<file path="src/hdl/phase_seq_map.vh">
`ifndef PHASE_SEQ_MAP_VH
`define PHASE_SEQ_MAP_VH
// AXI4-Lite register byte offsets
`define REG_CTRL        4'h0
`define REG_MICRO       4'h4
`define REG_STATUS      4'h8
`define REG_IO_DATA     4'hc
// CTRL fields
`define CTRL_FETCH_DONE 0
`define CTRL_INDEXED    1
`define CTRL_SHORT_OP   2
`define CTRL_ILLEGAL    3
`define CTRL_PRIV_ROM   4
`define CTRL_PSW7       5
`define CTRL_MEM_BUSY   6
`define CTRL_ATN        7
`define CTRL_DC         8
`define CTRL_MALF       9
`define CTRL_CATN       10
`define CTRL_SNGL       11
`define CTRL_PFAIL      12
`define CTRL_FIRST_EX   13
`define CTRL_ABORT_CLR  14
`define CTRL_NO_RAL     15
`define CTRL_STATUS_REQ 16
// MICRO fields: strobe of one micro-instruction
`define MIC_DO          0
`define MIC_PHASE_EXIT  1
`define MIC_IO_IN       2
`define MIC_IO_OUT      3
`define MIC_BIT7_LCC    4
`define MIC_BIT9_CLR    5
`define MIC_BIT10_WSET  6
`define MIC_BIT11_WRST  7
`define MIC_BIT12_ALARM_REGISTER  8
`define MIC_BIT15_PDN   9
`define MIC_SEL_LO      14
`define MIC_SEL_HI      15
`define MIC_ALARM_LO    16
`define MIC_ALARM_HI    18
`define MIC_FLAGS_LO    20
`define MIC_FLAGS_HI    23
// Phase codes, one-hot
`define PH_FETCH        4'h1
`define PH_ADDR         4'h2
`define PH_EXEC         4'h4
`define PH_SERVICE      4'h8
// Micro-addresses
`define UA_ILLEGAL      8'h80
`define UA_PRIV_BIT     4
`define UA_ABORT        12'h00a
`define UA_INTERRUPT    12'h010
// Timing: figures in ns; then AXI response codes
`define CLK_NS          20
`define TIMEOUT_NS      13000
`define DATA_SETUP_NS   100
`define RESP_OKAY       2'h0
`define RESP_SLVERR     2'h2
`endif

</file>
<file path="src/hdl/phase_sequencer.v">
// Function
// - Indexed storage instruction goes fetch to address-calculation phase.
// - Address-phase exit DO advances to execution phase unless memory busy on a non-short op.
// - Address-routine exit read waits while memory still busy.
// - Short op-codes exit address phase in one cycle, no memory.
// - Illegal instruction enters service with forced high micro-address bits.
// - Abort enable sets entering execution, clears on state-changing operations.
// - Abort-enabled events set abort test, entering service at 00A.
// - Execution exit samples synchronized interrupt, service at 010 if set.
// - No interrupt pending returns execution phase to fetch.
// - Clear command and service entry clear flags and counters.
// - Condition code takes flags before they are cleared.
// - Bits set/reset panel wait; bit 15 sets system halt.
// - Alarm bits load condition code, ORed with flags if both.
// - I/O sequence starts on I/O load without abort.
// - Input sets line and sequence in the same cycle; clocks freeze until sync.
// - Controller answers with data and sync; no start until sync dropped.
// - Line set starts 13 us timeout making latched false sync.
// - False sync sets overflow flag and forces status bit 13.
// - Input line reset edge loads destination from result bus.
// - Output sets sequence, then line 100 ns later; sequence drops first.
// - Output sync resets sequence, then line; false sync held until.
// - Phase counter resets to service; service steps only to fetch.
//
// The register addresses and register access over AXI4-Lite were left to the implementer.
`include "phase_seq_map.vh"
module phase_sequencer (
  // Clock and reset
  input  wire        clk,
  input  wire        rst,
  // AXI4-Lite slave
  input  wire [3:0]  s_axi_awaddr,
  input  wire        s_axi_awvalid,
  output reg         s_axi_awready,
  input  wire [31:0] s_axi_wdata,
  input  wire [3:0]  s_axi_wstrb,
  input  wire        s_axi_wvalid,
  output reg         s_axi_wready,
  output reg  [1:0]  s_axi_bresp,
  output reg         s_axi_bvalid,
  input  wire        s_axi_bready,
  input  wire [3:0]  s_axi_araddr,
  input  wire        s_axi_arvalid,
  output reg         s_axi_arready,
  output reg  [31:0] s_axi_rdata,
  output reg  [1:0]  s_axi_rresp,
  output reg         s_axi_rvalid,
  input  wire        s_axi_rready,
  // I/O bus
  input  wire        device_sync,
  input  wire [15:0] io_data_in,
  input  wire        halfword_test_line,
  output reg  [15:0] io_data_out,
  output reg         io_data_oe,
  output reg  [3:0]  control_line,
  // Processor status
  output reg  [3:0]  phase,
  output reg         clock_freeze,
  output reg         system_halt_ff,
  output reg         panel_wait
);
  localparam integer TIMEOUT_CYC = `TIMEOUT_NS / `CLK_NS;
  localparam integer SETUP_CYC   = (`DATA_SETUP_NS + `CLK_NS - 1) / `CLK_NS;
  // Control registers
  reg  [31:0] ctrl;
  reg  [31:0] micro;
  reg         micro_stb;
  reg  [15:0] io_out_word;
  // Pin synchronisers
  reg         sync_m;
  reg         sync_s;
  reg         hw_m;
  reg         hw_s;
  reg  [15:0] din_m;
  reg  [15:0] din_s;
  // State
  reg         abort_enable_ff;
  reg         abort_test_ff;
  reg         int_test_ff;
  reg  [3:0]  flag_register;
  reg  [3:0]  cond_code;
  reg         bank_ff;
  reg         utility_ff;
  reg         mode_c_ff;
  reg         repeat_ff;
  reg  [7:0]  iter_counter;
  reg  [11:0] micro_addr;
  reg         io_sequence_ff;
  reg         line_ff;
  reg         false_sync_latch;
  reg         io_input;
  reg         io_status;
  reg  [15:0] dest_reg;
  reg         b13_forced;
  reg  [9:0]  timeout_cnt;
  reg  [2:0]  setup_cnt;
  reg         do_wait;
  // AXI state
  reg         aw_held;
  reg         w_held;
  reg  [3:0]  aw_addr;
  reg  [31:0] w_data;
  wire        is_do    = micro_stb & micro[`MIC_DO];
  wire        exits    = is_do & micro[`MIC_PHASE_EXIT];
  wire        mem_busy = ctrl[`CTRL_MEM_BUSY];
  wire        any_sync = sync_s | false_sync_latch;
  wire        abort_now = abort_test_ff & (phase == `PH_EXEC) & ~ctrl[`CTRL_NO_RAL];
  wire        int_a = (ctrl[`CTRL_ATN] | ctrl[`CTRL_DC] | ctrl[`CTRL_MALF]);
  wire        int_b = ctrl[`CTRL_CATN] | ctrl[`CTRL_SNGL] | ctrl[`CTRL_PFAIL];
  wire        to_service;
  reg  [3:0]  next_phase;

  // Phase transitions
  always @* begin
    next_phase = phase;
    case (phase)
      `PH_SERVICE: begin
        if (exits)
          next_phase = `PH_FETCH;
      end
      `PH_FETCH: begin
        if (ctrl[`CTRL_FETCH_DONE] & micro_stb)
          next_phase = ctrl[`CTRL_INDEXED] ? `PH_ADDR : `PH_EXEC;
      end
      `PH_ADDR: begin
        if (exits & (ctrl[`CTRL_SHORT_OP] | ~mem_busy))
          next_phase = `PH_EXEC;
      end
      `PH_EXEC: begin
        if (micro_stb & ctrl[`CTRL_ILLEGAL])
          next_phase = `PH_SERVICE;
        else if (abort_now)
          next_phase = `PH_SERVICE;
        else if (exits)
          next_phase = int_test_ff ? `PH_SERVICE : `PH_FETCH;
      end
      default: next_phase = `PH_SERVICE;
    endcase
  end
  assign to_service = (next_phase == `PH_SERVICE) & (phase != `PH_SERVICE);

  always @(posedge clk) begin
    sync_m <= device_sync;
    sync_s <= sync_m;
    hw_m   <= halfword_test_line;
    hw_s   <= hw_m;
    din_m  <= io_data_in;
    din_s  <= din_m;
  end

  // Core state
  always @(posedge clk) begin
    if (rst) begin
      phase           <= `PH_SERVICE;
      abort_enable_ff <= 1'b0;
      abort_test_ff   <= 1'b0;
      int_test_ff     <= 1'b0;
      flag_register   <= 4'h0;
      cond_code       <= 4'h0;
      bank_ff         <= 1'b0;
      utility_ff      <= 1'b0;
      mode_c_ff       <= 1'b0;
      repeat_ff       <= 1'b0;
      iter_counter    <= 8'h00;
      micro_addr      <= 12'h000;
      panel_wait      <= 1'b0;
      system_halt_ff  <= 1'b0;
      do_wait         <= 1'b0;
    end else begin
      phase         <= next_phase;
      int_test_ff   <= int_a | int_b;
      do_wait       <= (phase == `PH_ADDR) & exits & mem_busy & ~ctrl[`CTRL_SHORT_OP];
      if (micro_stb & ~is_do)
        iter_counter <= iter_counter + 8'h01;
      if ((phase != `PH_EXEC) & (next_phase == `PH_EXEC))
        abort_enable_ff <= 1'b1;
      if (ctrl[`CTRL_ABORT_CLR] & micro_stb & (phase == `PH_EXEC))
        abort_enable_ff <= 1'b0;
      if (abort_enable_ff & int_a)
        abort_test_ff <= 1'b1;
      else if (phase != `PH_EXEC)
        abort_test_ff <= 1'b0;
      if (to_service & micro_stb & ctrl[`CTRL_ILLEGAL]) begin
        micro_addr <= 12'h000;
        micro_addr[`UA_PRIV_BIT + 4] <= 1'b0;
        micro_addr[11:4] <= `UA_ILLEGAL
          | ((ctrl[`CTRL_PRIV_ROM] & ctrl[`CTRL_PSW7]) ? 8'h10 : 8'h00);
      end else if (to_service & abort_now)
        micro_addr <= `UA_ABORT;
      else if (to_service)
        micro_addr <= `UA_INTERRUPT;
      if (micro_stb & ~is_do)
        flag_register[2:0] <= micro[`MIC_FLAGS_LO +: 3];
      if (is_do) begin
        if (micro[`MIC_BIT7_LCC] & micro[`MIC_BIT12_ALARM_REGISTER])
          cond_code <= {1'b0, micro[`MIC_ALARM_HI:`MIC_ALARM_LO]} | flag_register;
        else if (micro[`MIC_BIT7_LCC])
          cond_code <= flag_register;
        else if (micro[`MIC_BIT12_ALARM_REGISTER])
          cond_code[2:0] <= micro[`MIC_ALARM_HI:`MIC_ALARM_LO];
        if (micro[`MIC_BIT10_WSET])
          panel_wait <= 1'b1;
        else if (micro[`MIC_BIT11_WRST])
          panel_wait <= 1'b0;
        if (micro[`MIC_BIT15_PDN])
          system_halt_ff <= 1'b1;
      end
      if ((is_do & micro[`MIC_BIT9_CLR]) | to_service) begin
        bank_ff       <= 1'b0;
        utility_ff    <= 1'b0;
        mode_c_ff     <= 1'b0;
        repeat_ff     <= 1'b0;
        flag_register <= 4'h0;
        iter_counter  <= 8'h00;
      end
      // overflow set wins
      // After the clear so a coinciding false sync is never lost
      if (false_sync_latch)
        flag_register[3] <= 1'b1;
    end
  end

  // I/O sequencer
  always @(posedge clk) begin
    if (rst) begin
      io_sequence_ff   <= 1'b0;
      line_ff          <= 1'b0;
      false_sync_latch <= 1'b0;
      io_input         <= 1'b0;
      io_status        <= 1'b0;
      dest_reg         <= 16'h0000;
      b13_forced       <= 1'b0;
      timeout_cnt      <= 10'h000;
      setup_cnt        <= 3'h0;
      control_line     <= 4'h0;
      io_data_out      <= 16'h0000;
      io_data_oe       <= 1'b0;
      clock_freeze     <= 1'b0;
    end else begin
      if (~io_sequence_ff & ~line_ff & ~sync_s & micro_stb & ~abort_now
          & (micro[`MIC_IO_IN] | micro[`MIC_IO_OUT])) begin
        io_input     <= micro[`MIC_IO_IN];
        io_status    <= ctrl[`CTRL_STATUS_REQ];
        b13_forced   <= 1'b0;
        io_sequence_ff <= 1'b1;
        clock_freeze <= 1'b1;
        setup_cnt    <= 3'h0;
        line_ff      <= micro[`MIC_IO_IN];
        io_data_out  <= io_out_word;
        io_data_oe   <= micro[`MIC_IO_OUT];
        control_line <= micro[`MIC_IO_IN] ?
          (4'h1 << micro[`MIC_SEL_HI:`MIC_SEL_LO]) : 4'h0;
      end
      if (io_sequence_ff & ~io_input & ~line_ff & ~any_sync) begin
        setup_cnt <= setup_cnt + 3'h1;
        if (setup_cnt == SETUP_CYC[2:0] - 3'h1) begin
          line_ff      <= 1'b1;
          control_line <= 4'h1 << micro[`MIC_SEL_HI:`MIC_SEL_LO];
        end
      end
      if (line_ff & ~sync_s & ~false_sync_latch) begin
        timeout_cnt <= timeout_cnt + 10'h001;
        if (timeout_cnt == TIMEOUT_CYC[9:0] - 10'h001)
          false_sync_latch <= 1'b1;
      end
      if (io_sequence_ff & line_ff & any_sync) begin
        io_sequence_ff <= 1'b0;
        if (~io_input)
          control_line <= 4'h0;
      end
      if (~io_sequence_ff & line_ff) begin
        line_ff          <= 1'b0;
        control_line     <= 4'h0;
        false_sync_latch <= 1'b0;
        timeout_cnt      <= 10'h000;
        clock_freeze     <= 1'b0;
        io_data_oe       <= 1'b0;
        if (io_input) begin
          dest_reg   <= din_s;
          b13_forced <= false_sync_latch & io_status;
          if (false_sync_latch & io_status)
            dest_reg[2] <= 1'b1;
        end
      end
    end
  end

  // AXI4-Lite slave
  always @(posedge clk) begin
    if (rst) begin
      s_axi_awready <= 1'b0;
      s_axi_wready  <= 1'b0;
      s_axi_bvalid  <= 1'b0;
      s_axi_bresp   <= `RESP_OKAY;
      s_axi_arready <= 1'b0;
      s_axi_rvalid  <= 1'b0;
      s_axi_rresp   <= `RESP_OKAY;
      s_axi_rdata   <= 32'h00000000;
      aw_held       <= 1'b0;
      w_held        <= 1'b0;
      aw_addr       <= 4'h0;
      w_data        <= 32'h00000000;
      ctrl          <= 32'h00000000;
      micro         <= 32'h00000000;
      micro_stb     <= 1'b0;
      io_out_word   <= 16'h0000;
    end else begin
      micro_stb     <= 1'b0;
      s_axi_awready <= ~aw_held & ~s_axi_awready & s_axi_awvalid;
      s_axi_wready  <= ~w_held & ~s_axi_wready & s_axi_wvalid;
      if (s_axi_awvalid & s_axi_awready) begin
        aw_held <= 1'b1;
        aw_addr <= s_axi_awaddr;
      end
      if (s_axi_wvalid & s_axi_wready) begin
        w_held <= 1'b1;
        w_data <= s_axi_wdata;
      end
      if (aw_held & w_held & ~s_axi_bvalid & ~clock_freeze & ~do_wait) begin
        aw_held      <= 1'b0;
        w_held       <= 1'b0;
        s_axi_bvalid <= 1'b1;
        s_axi_bresp  <= `RESP_OKAY;
        case (aw_addr)
          `REG_CTRL: ctrl <= w_data;
          `REG_MICRO: begin
            micro     <= w_data;
            micro_stb <= 1'b1;
          end
          `REG_IO_DATA: io_out_word <= w_data[15:0];
          `REG_STATUS: s_axi_bresp <= `RESP_SLVERR;
          default: s_axi_bresp <= `RESP_SLVERR;
        endcase
      end
      if (s_axi_bvalid & s_axi_bready)
        s_axi_bvalid <= 1'b0;
      s_axi_arready <= ~s_axi_arready & ~s_axi_rvalid & s_axi_arvalid;
      if (s_axi_arvalid & s_axi_arready) begin
        s_axi_rvalid <= 1'b1;
        s_axi_rresp  <= `RESP_OKAY;
        case (s_axi_araddr)
          `REG_CTRL:    s_axi_rdata <= ctrl;
          `REG_MICRO:   s_axi_rdata <= micro;
          `REG_STATUS:  s_axi_rdata <= {micro_addr, hw_s, b13_forced, false_sync_latch,
                                        line_ff, io_sequence_ff, abort_test_ff,
                                        abort_enable_ff, system_halt_ff, cond_code,
                                        flag_register, phase};
          `REG_IO_DATA: s_axi_rdata <= {16'h0000, dest_reg};
          default: begin
            s_axi_rdata <= 32'h00000000;
            s_axi_rresp <= `RESP_SLVERR;
          end
        endcase
      end
      if (s_axi_rvalid & s_axi_rready)
        s_axi_rvalid <= 1'b0;
    end
  end
endmodule

</file>
<file path="config.mk">
export PLATFORM = sky130hd
export DESIGN_NAME = phase_sequencer
export DESIGN_NICKNAME = d
export VERILOG_FILES = /design/src/hdl/phase_sequencer.v
export VERILOG_INCLUDE_DIRS = /design/src /design/src/hdl
export SDC_FILE = /design/constraint.sdc
export NUM_CORES = 1
export LEC_CHECK = 0
export BUFFER_PORTS_ARGS = -buffer_cell sky130_fd_sc_hd__buf_2
export CAP_MARGIN = 10
export CORE_ASPECT_RATIO = 0.7
export CORE_MARGIN = 1
export CORE_UTILIZATION = 55
export CTS_CLUSTER_DIAMETER = 150
export DETAILED_ROUTE_END_ITERATION = 8
export PLACE_DENSITY = 0.8
export SLEW_MARGIN = 20
export SYNTH_ARGS = -nofsm -noshare
export SYNTH_HDL_FRONTEND = slang
export SYNTH_SLANG_ARGS = --single-unit
</file>
<file path="constraint.sdc">
create_clock -name clk -period 4.18 [get_ports clk]
set_clock_uncertainty 0.1 [all_clocks]
set_input_delay 0.209 -clock clk [delete_from_list [all_inputs] [get_ports clk]]
set_output_delay 0.209 -clock clk [all_outputs]
set_load 0.1 [all_outputs]
</file>
==> flow_metrics.py <==
metrics = {
    "status": {
        "status": "finished clean",
    },
    "global_route": {
        "antenna_found_initial": 0,
        "grt_max_degree": 109,
        "grt_pass1_vias": 7806,
        "track_usage_pct": 28.08,
        "grt_overflow_total": 0,
        "grt_pass1_wl_um": 41230,
    },
    "final_layout": {
        "drive_above_1_share_pct": 15.36,
        "finalInstanceArea_um2": 12180,
        "final_cell_mix": "dfxtp_1 (273), nand2_1 (247), buf_2 (130)",
        "syn2layout_area_growth_pct": 22.60,
        "instances_no_fill": 1507,
        "fillers": 1322,
        "nNetsFinal": 1330,
        "insertedDiodeCount": 0,
        "layout.cells.most_common": "dfxtp_1",
        "fin_util_pct": 69.92,
    },
    "floorplan": {
        "die_area_um2": 18610,
        "io_pins": 138,
        "core_area_um2": 17420,
        "row_count": 40,
        "die_x_um": 162.6,
        "die_h_um": 114.4,
        "start_util_pct": 57.03,
    },
    "place": {
        "io_buffers": 131,
        "globalplace.congestion": 0.9399,
        "dpl.hpwl_um": 16190,
        "dpl_cell_area_um2": 10660,
        "dp_cells": 1397,
    },
    "setup_path": {
        "arrival_ps": 2750,
        "cp-end-kind": "register",
        "worst_setup_path_start_kind": "register",
        "cp_max_fo": 25,
        "worstPathRequired_ps": 4500,
        "critPathKind": "reg -> reg",
    },
    "sta": {
        "finalSetupTns_ps": 0,
        "worstMarginPinSlew_ps": 943.4,
        "hold_viol_final": 0,
        "maxSlewHeadroom_pct": 37.10,
        "max_clock_freq_ghz": 0.4116,
        "slew_viol_final": 0,
        "fin_crit_sh_pct": 58.12,
        "min_period_ps": 2430,
        "setup_viol_count_final": 0,
        "rsz0062_at_grt": "false",
    },
    "yosys": {
        "synthCells": 1100,
        "synth-seq-cells": 273,
        "synth.distinct_cells": 61,
        "synth_area_um2": 9933,
        "async_flop_share_pct": 0,
        "ys_warn_count": 0,
        "synthFlopType": "dfxtp_1",
        "synth_edf_count": 0,
        "ys_seq_area_share_pct": 55.02,
        "synth.avg_cell_area_um2": 9.030,
    },
    "clocking": {
        "path_clk_slew_ps": 70,
        "cts.sinks": 273,
        "cts_buffer_depth": 3,
        "cts_inserted_buffers": 25,
        "post_cts_buffers": 0,
        "clockRootBuffer": "clkbuf_16",
        "cts_hold_buf": 64,
        "clock_latency_ps": 520,
        "cts_tree": "built",
        "cts_resized": 0,
        "htreeDepth": 1,
    },
    "pwr": {
        "fin_total_pwr_mw": 5.280,
        "power.density_nw_per_um2": 433.6,
        "power_leakage_nw": 4.871,
        "peakVddDrop_uv": 369.9,
    },
    "drt": {
        "antenna_left": 0,
        "first_pass_iters": 6,
        "drt-total-wl_um": 25990,
        "post_drt_wl_per_cell_um": 17.25,
        "routed-via-count": 8566,
        "via_per_inst": 5.684,
        "drcViolationCount": 0,
        "drt_iter0_drc": 859,
    },
    "run": {
        "max-cap-violations": 0,
    },
    "min_path": {
        "hold_path.class": "in -> reg",
    },
}
==> kinds of logic after synthesis <==
group | share of synthesized area [%]
flip-flops | 55.02
other | 0.03775
adder cells (fa/ha/maj) | 0.5039
XOR/XNOR | 0.9700
buffers and inverters | 3.854
multiplexers | 4.950
AO/OA/AOI/OAI | 15.85
AND/OR/NAND/NOR | 18.82
==> power breakdown <==
group          switching, mW  total (mW)  internal, mW  leakage (nW)
Sequential            0.0253        2.66          2.63          2.21
Clock                  0.968        2.41          1.44         0.423
Combinational          0.126       0.208        0.0823          2.23
Total                   1.12        5.28          4.16          4.87
==> area by class of cell <==
class,instances,area [µm²],area share (%)
repair buffers,205,1378,11.31
clock inverters,8,146.4,1.202
clock buffers,38,724.4,5.949
well taps,231,289.0,2.373
inverters,12,45.04,0.3699
flip-flops and latches,273,5465,44.88
multi-input cells,740,4130,33.92
==> synthesized netlist by cell type, types with 2 or more instances <==
library cell / instances / area [µm²]
dfxtp_1: 273 / 5465
nand2_1: 248 / 930.9
a21oi_1: 126 / 630.6
nor2_1: 84 / 315.3
clkbuf_1: 54 / 202.7
mux2i_1: 48 / 480.5
a22o_1: 34 / 297.8
o21ai_0: 32 / 160.2
nor3_1: 17 / 85.08
a221oi_1: 16 / 140.1
a22oi_1: 15 / 112.6
inv_1: 12 / 45.04
nand3_1: 12 / 60.06
buf_2: 11 / 55.05
nor2b_1: 9 / 56.30
xnor2_1: 8 / 70.07
nand2b_1: 7 / 43.79
and2_1: 6 / 37.54
nand4_1: 6 / 37.54
nor4_1: 6 / 37.54
nor4b_1: 6 / 52.55
a211oi_1: 4 / 30.03
buf_4: 4 / 30.03
ha_1: 4 / 50.05
a32o_1: 3 / 30.03
buf_1: 3 / 11.26
buf_6: 3 / 33.78
nor4bb_1: 3 / 30.03
or2_2: 3 / 18.77
xor2_1: 3 / 26.28
a222oi_1: 2 / 20.02
a311oi_1: 2 / 17.52
a31oi_1: 2 / 12.51
and3_1: 2 / 12.51
and4_1: 2 / 17.52
nor4b_2: 2 / 30.03
o21ai_1: 2 / 10.01
o22ai_1: 2 / 12.51
or4b_1: 2 / 20.02
==> path summary, 6_finish.rpt <==
check	start	end	slack, ps	cells past startpoint
min reg2reg	din_m[8]	din_s[8]	230	0
max reg2reg	s_axi_arready	s_axi_rdata[5]	1750	4
min	s_axi_araddr[0]	s_axi_rresp[1]	110	3
max	s_axi_arready	s_axi_rdata[5]	1750	4
==> stage by stage <==
stage	hold slack [ps]	worst slack [ps]
2_1_floorplan	136.7	1722
3_3_place_gp	211.2	1904
3_5_place_dp	212.1	1856
4_1_cts	94.96	1837
5_1_grt	122.3	1513
6_report	112.7	1750
==> layer usage <==
layer | global-route usage (%) | vias up | part of all wire, %
met5 | 0 | - | 0
met4 | 8.536 | 0 | 2.4
met1 | 42.12 | 4003 | 46
li1 | - | 4101 | -
met3 | 5.360 | 48 | 9.9
met2 | 40.57 | 414 | 42
==> critical path, cell delays in order, from the launching register on <==
cell and delay (ps):
dfxtp_1 440, nand2_1 270, nor3_2 490, nand2b_1 640
o21ai_0 390
No activity file was read; power rests on OpenSTA's default activity.
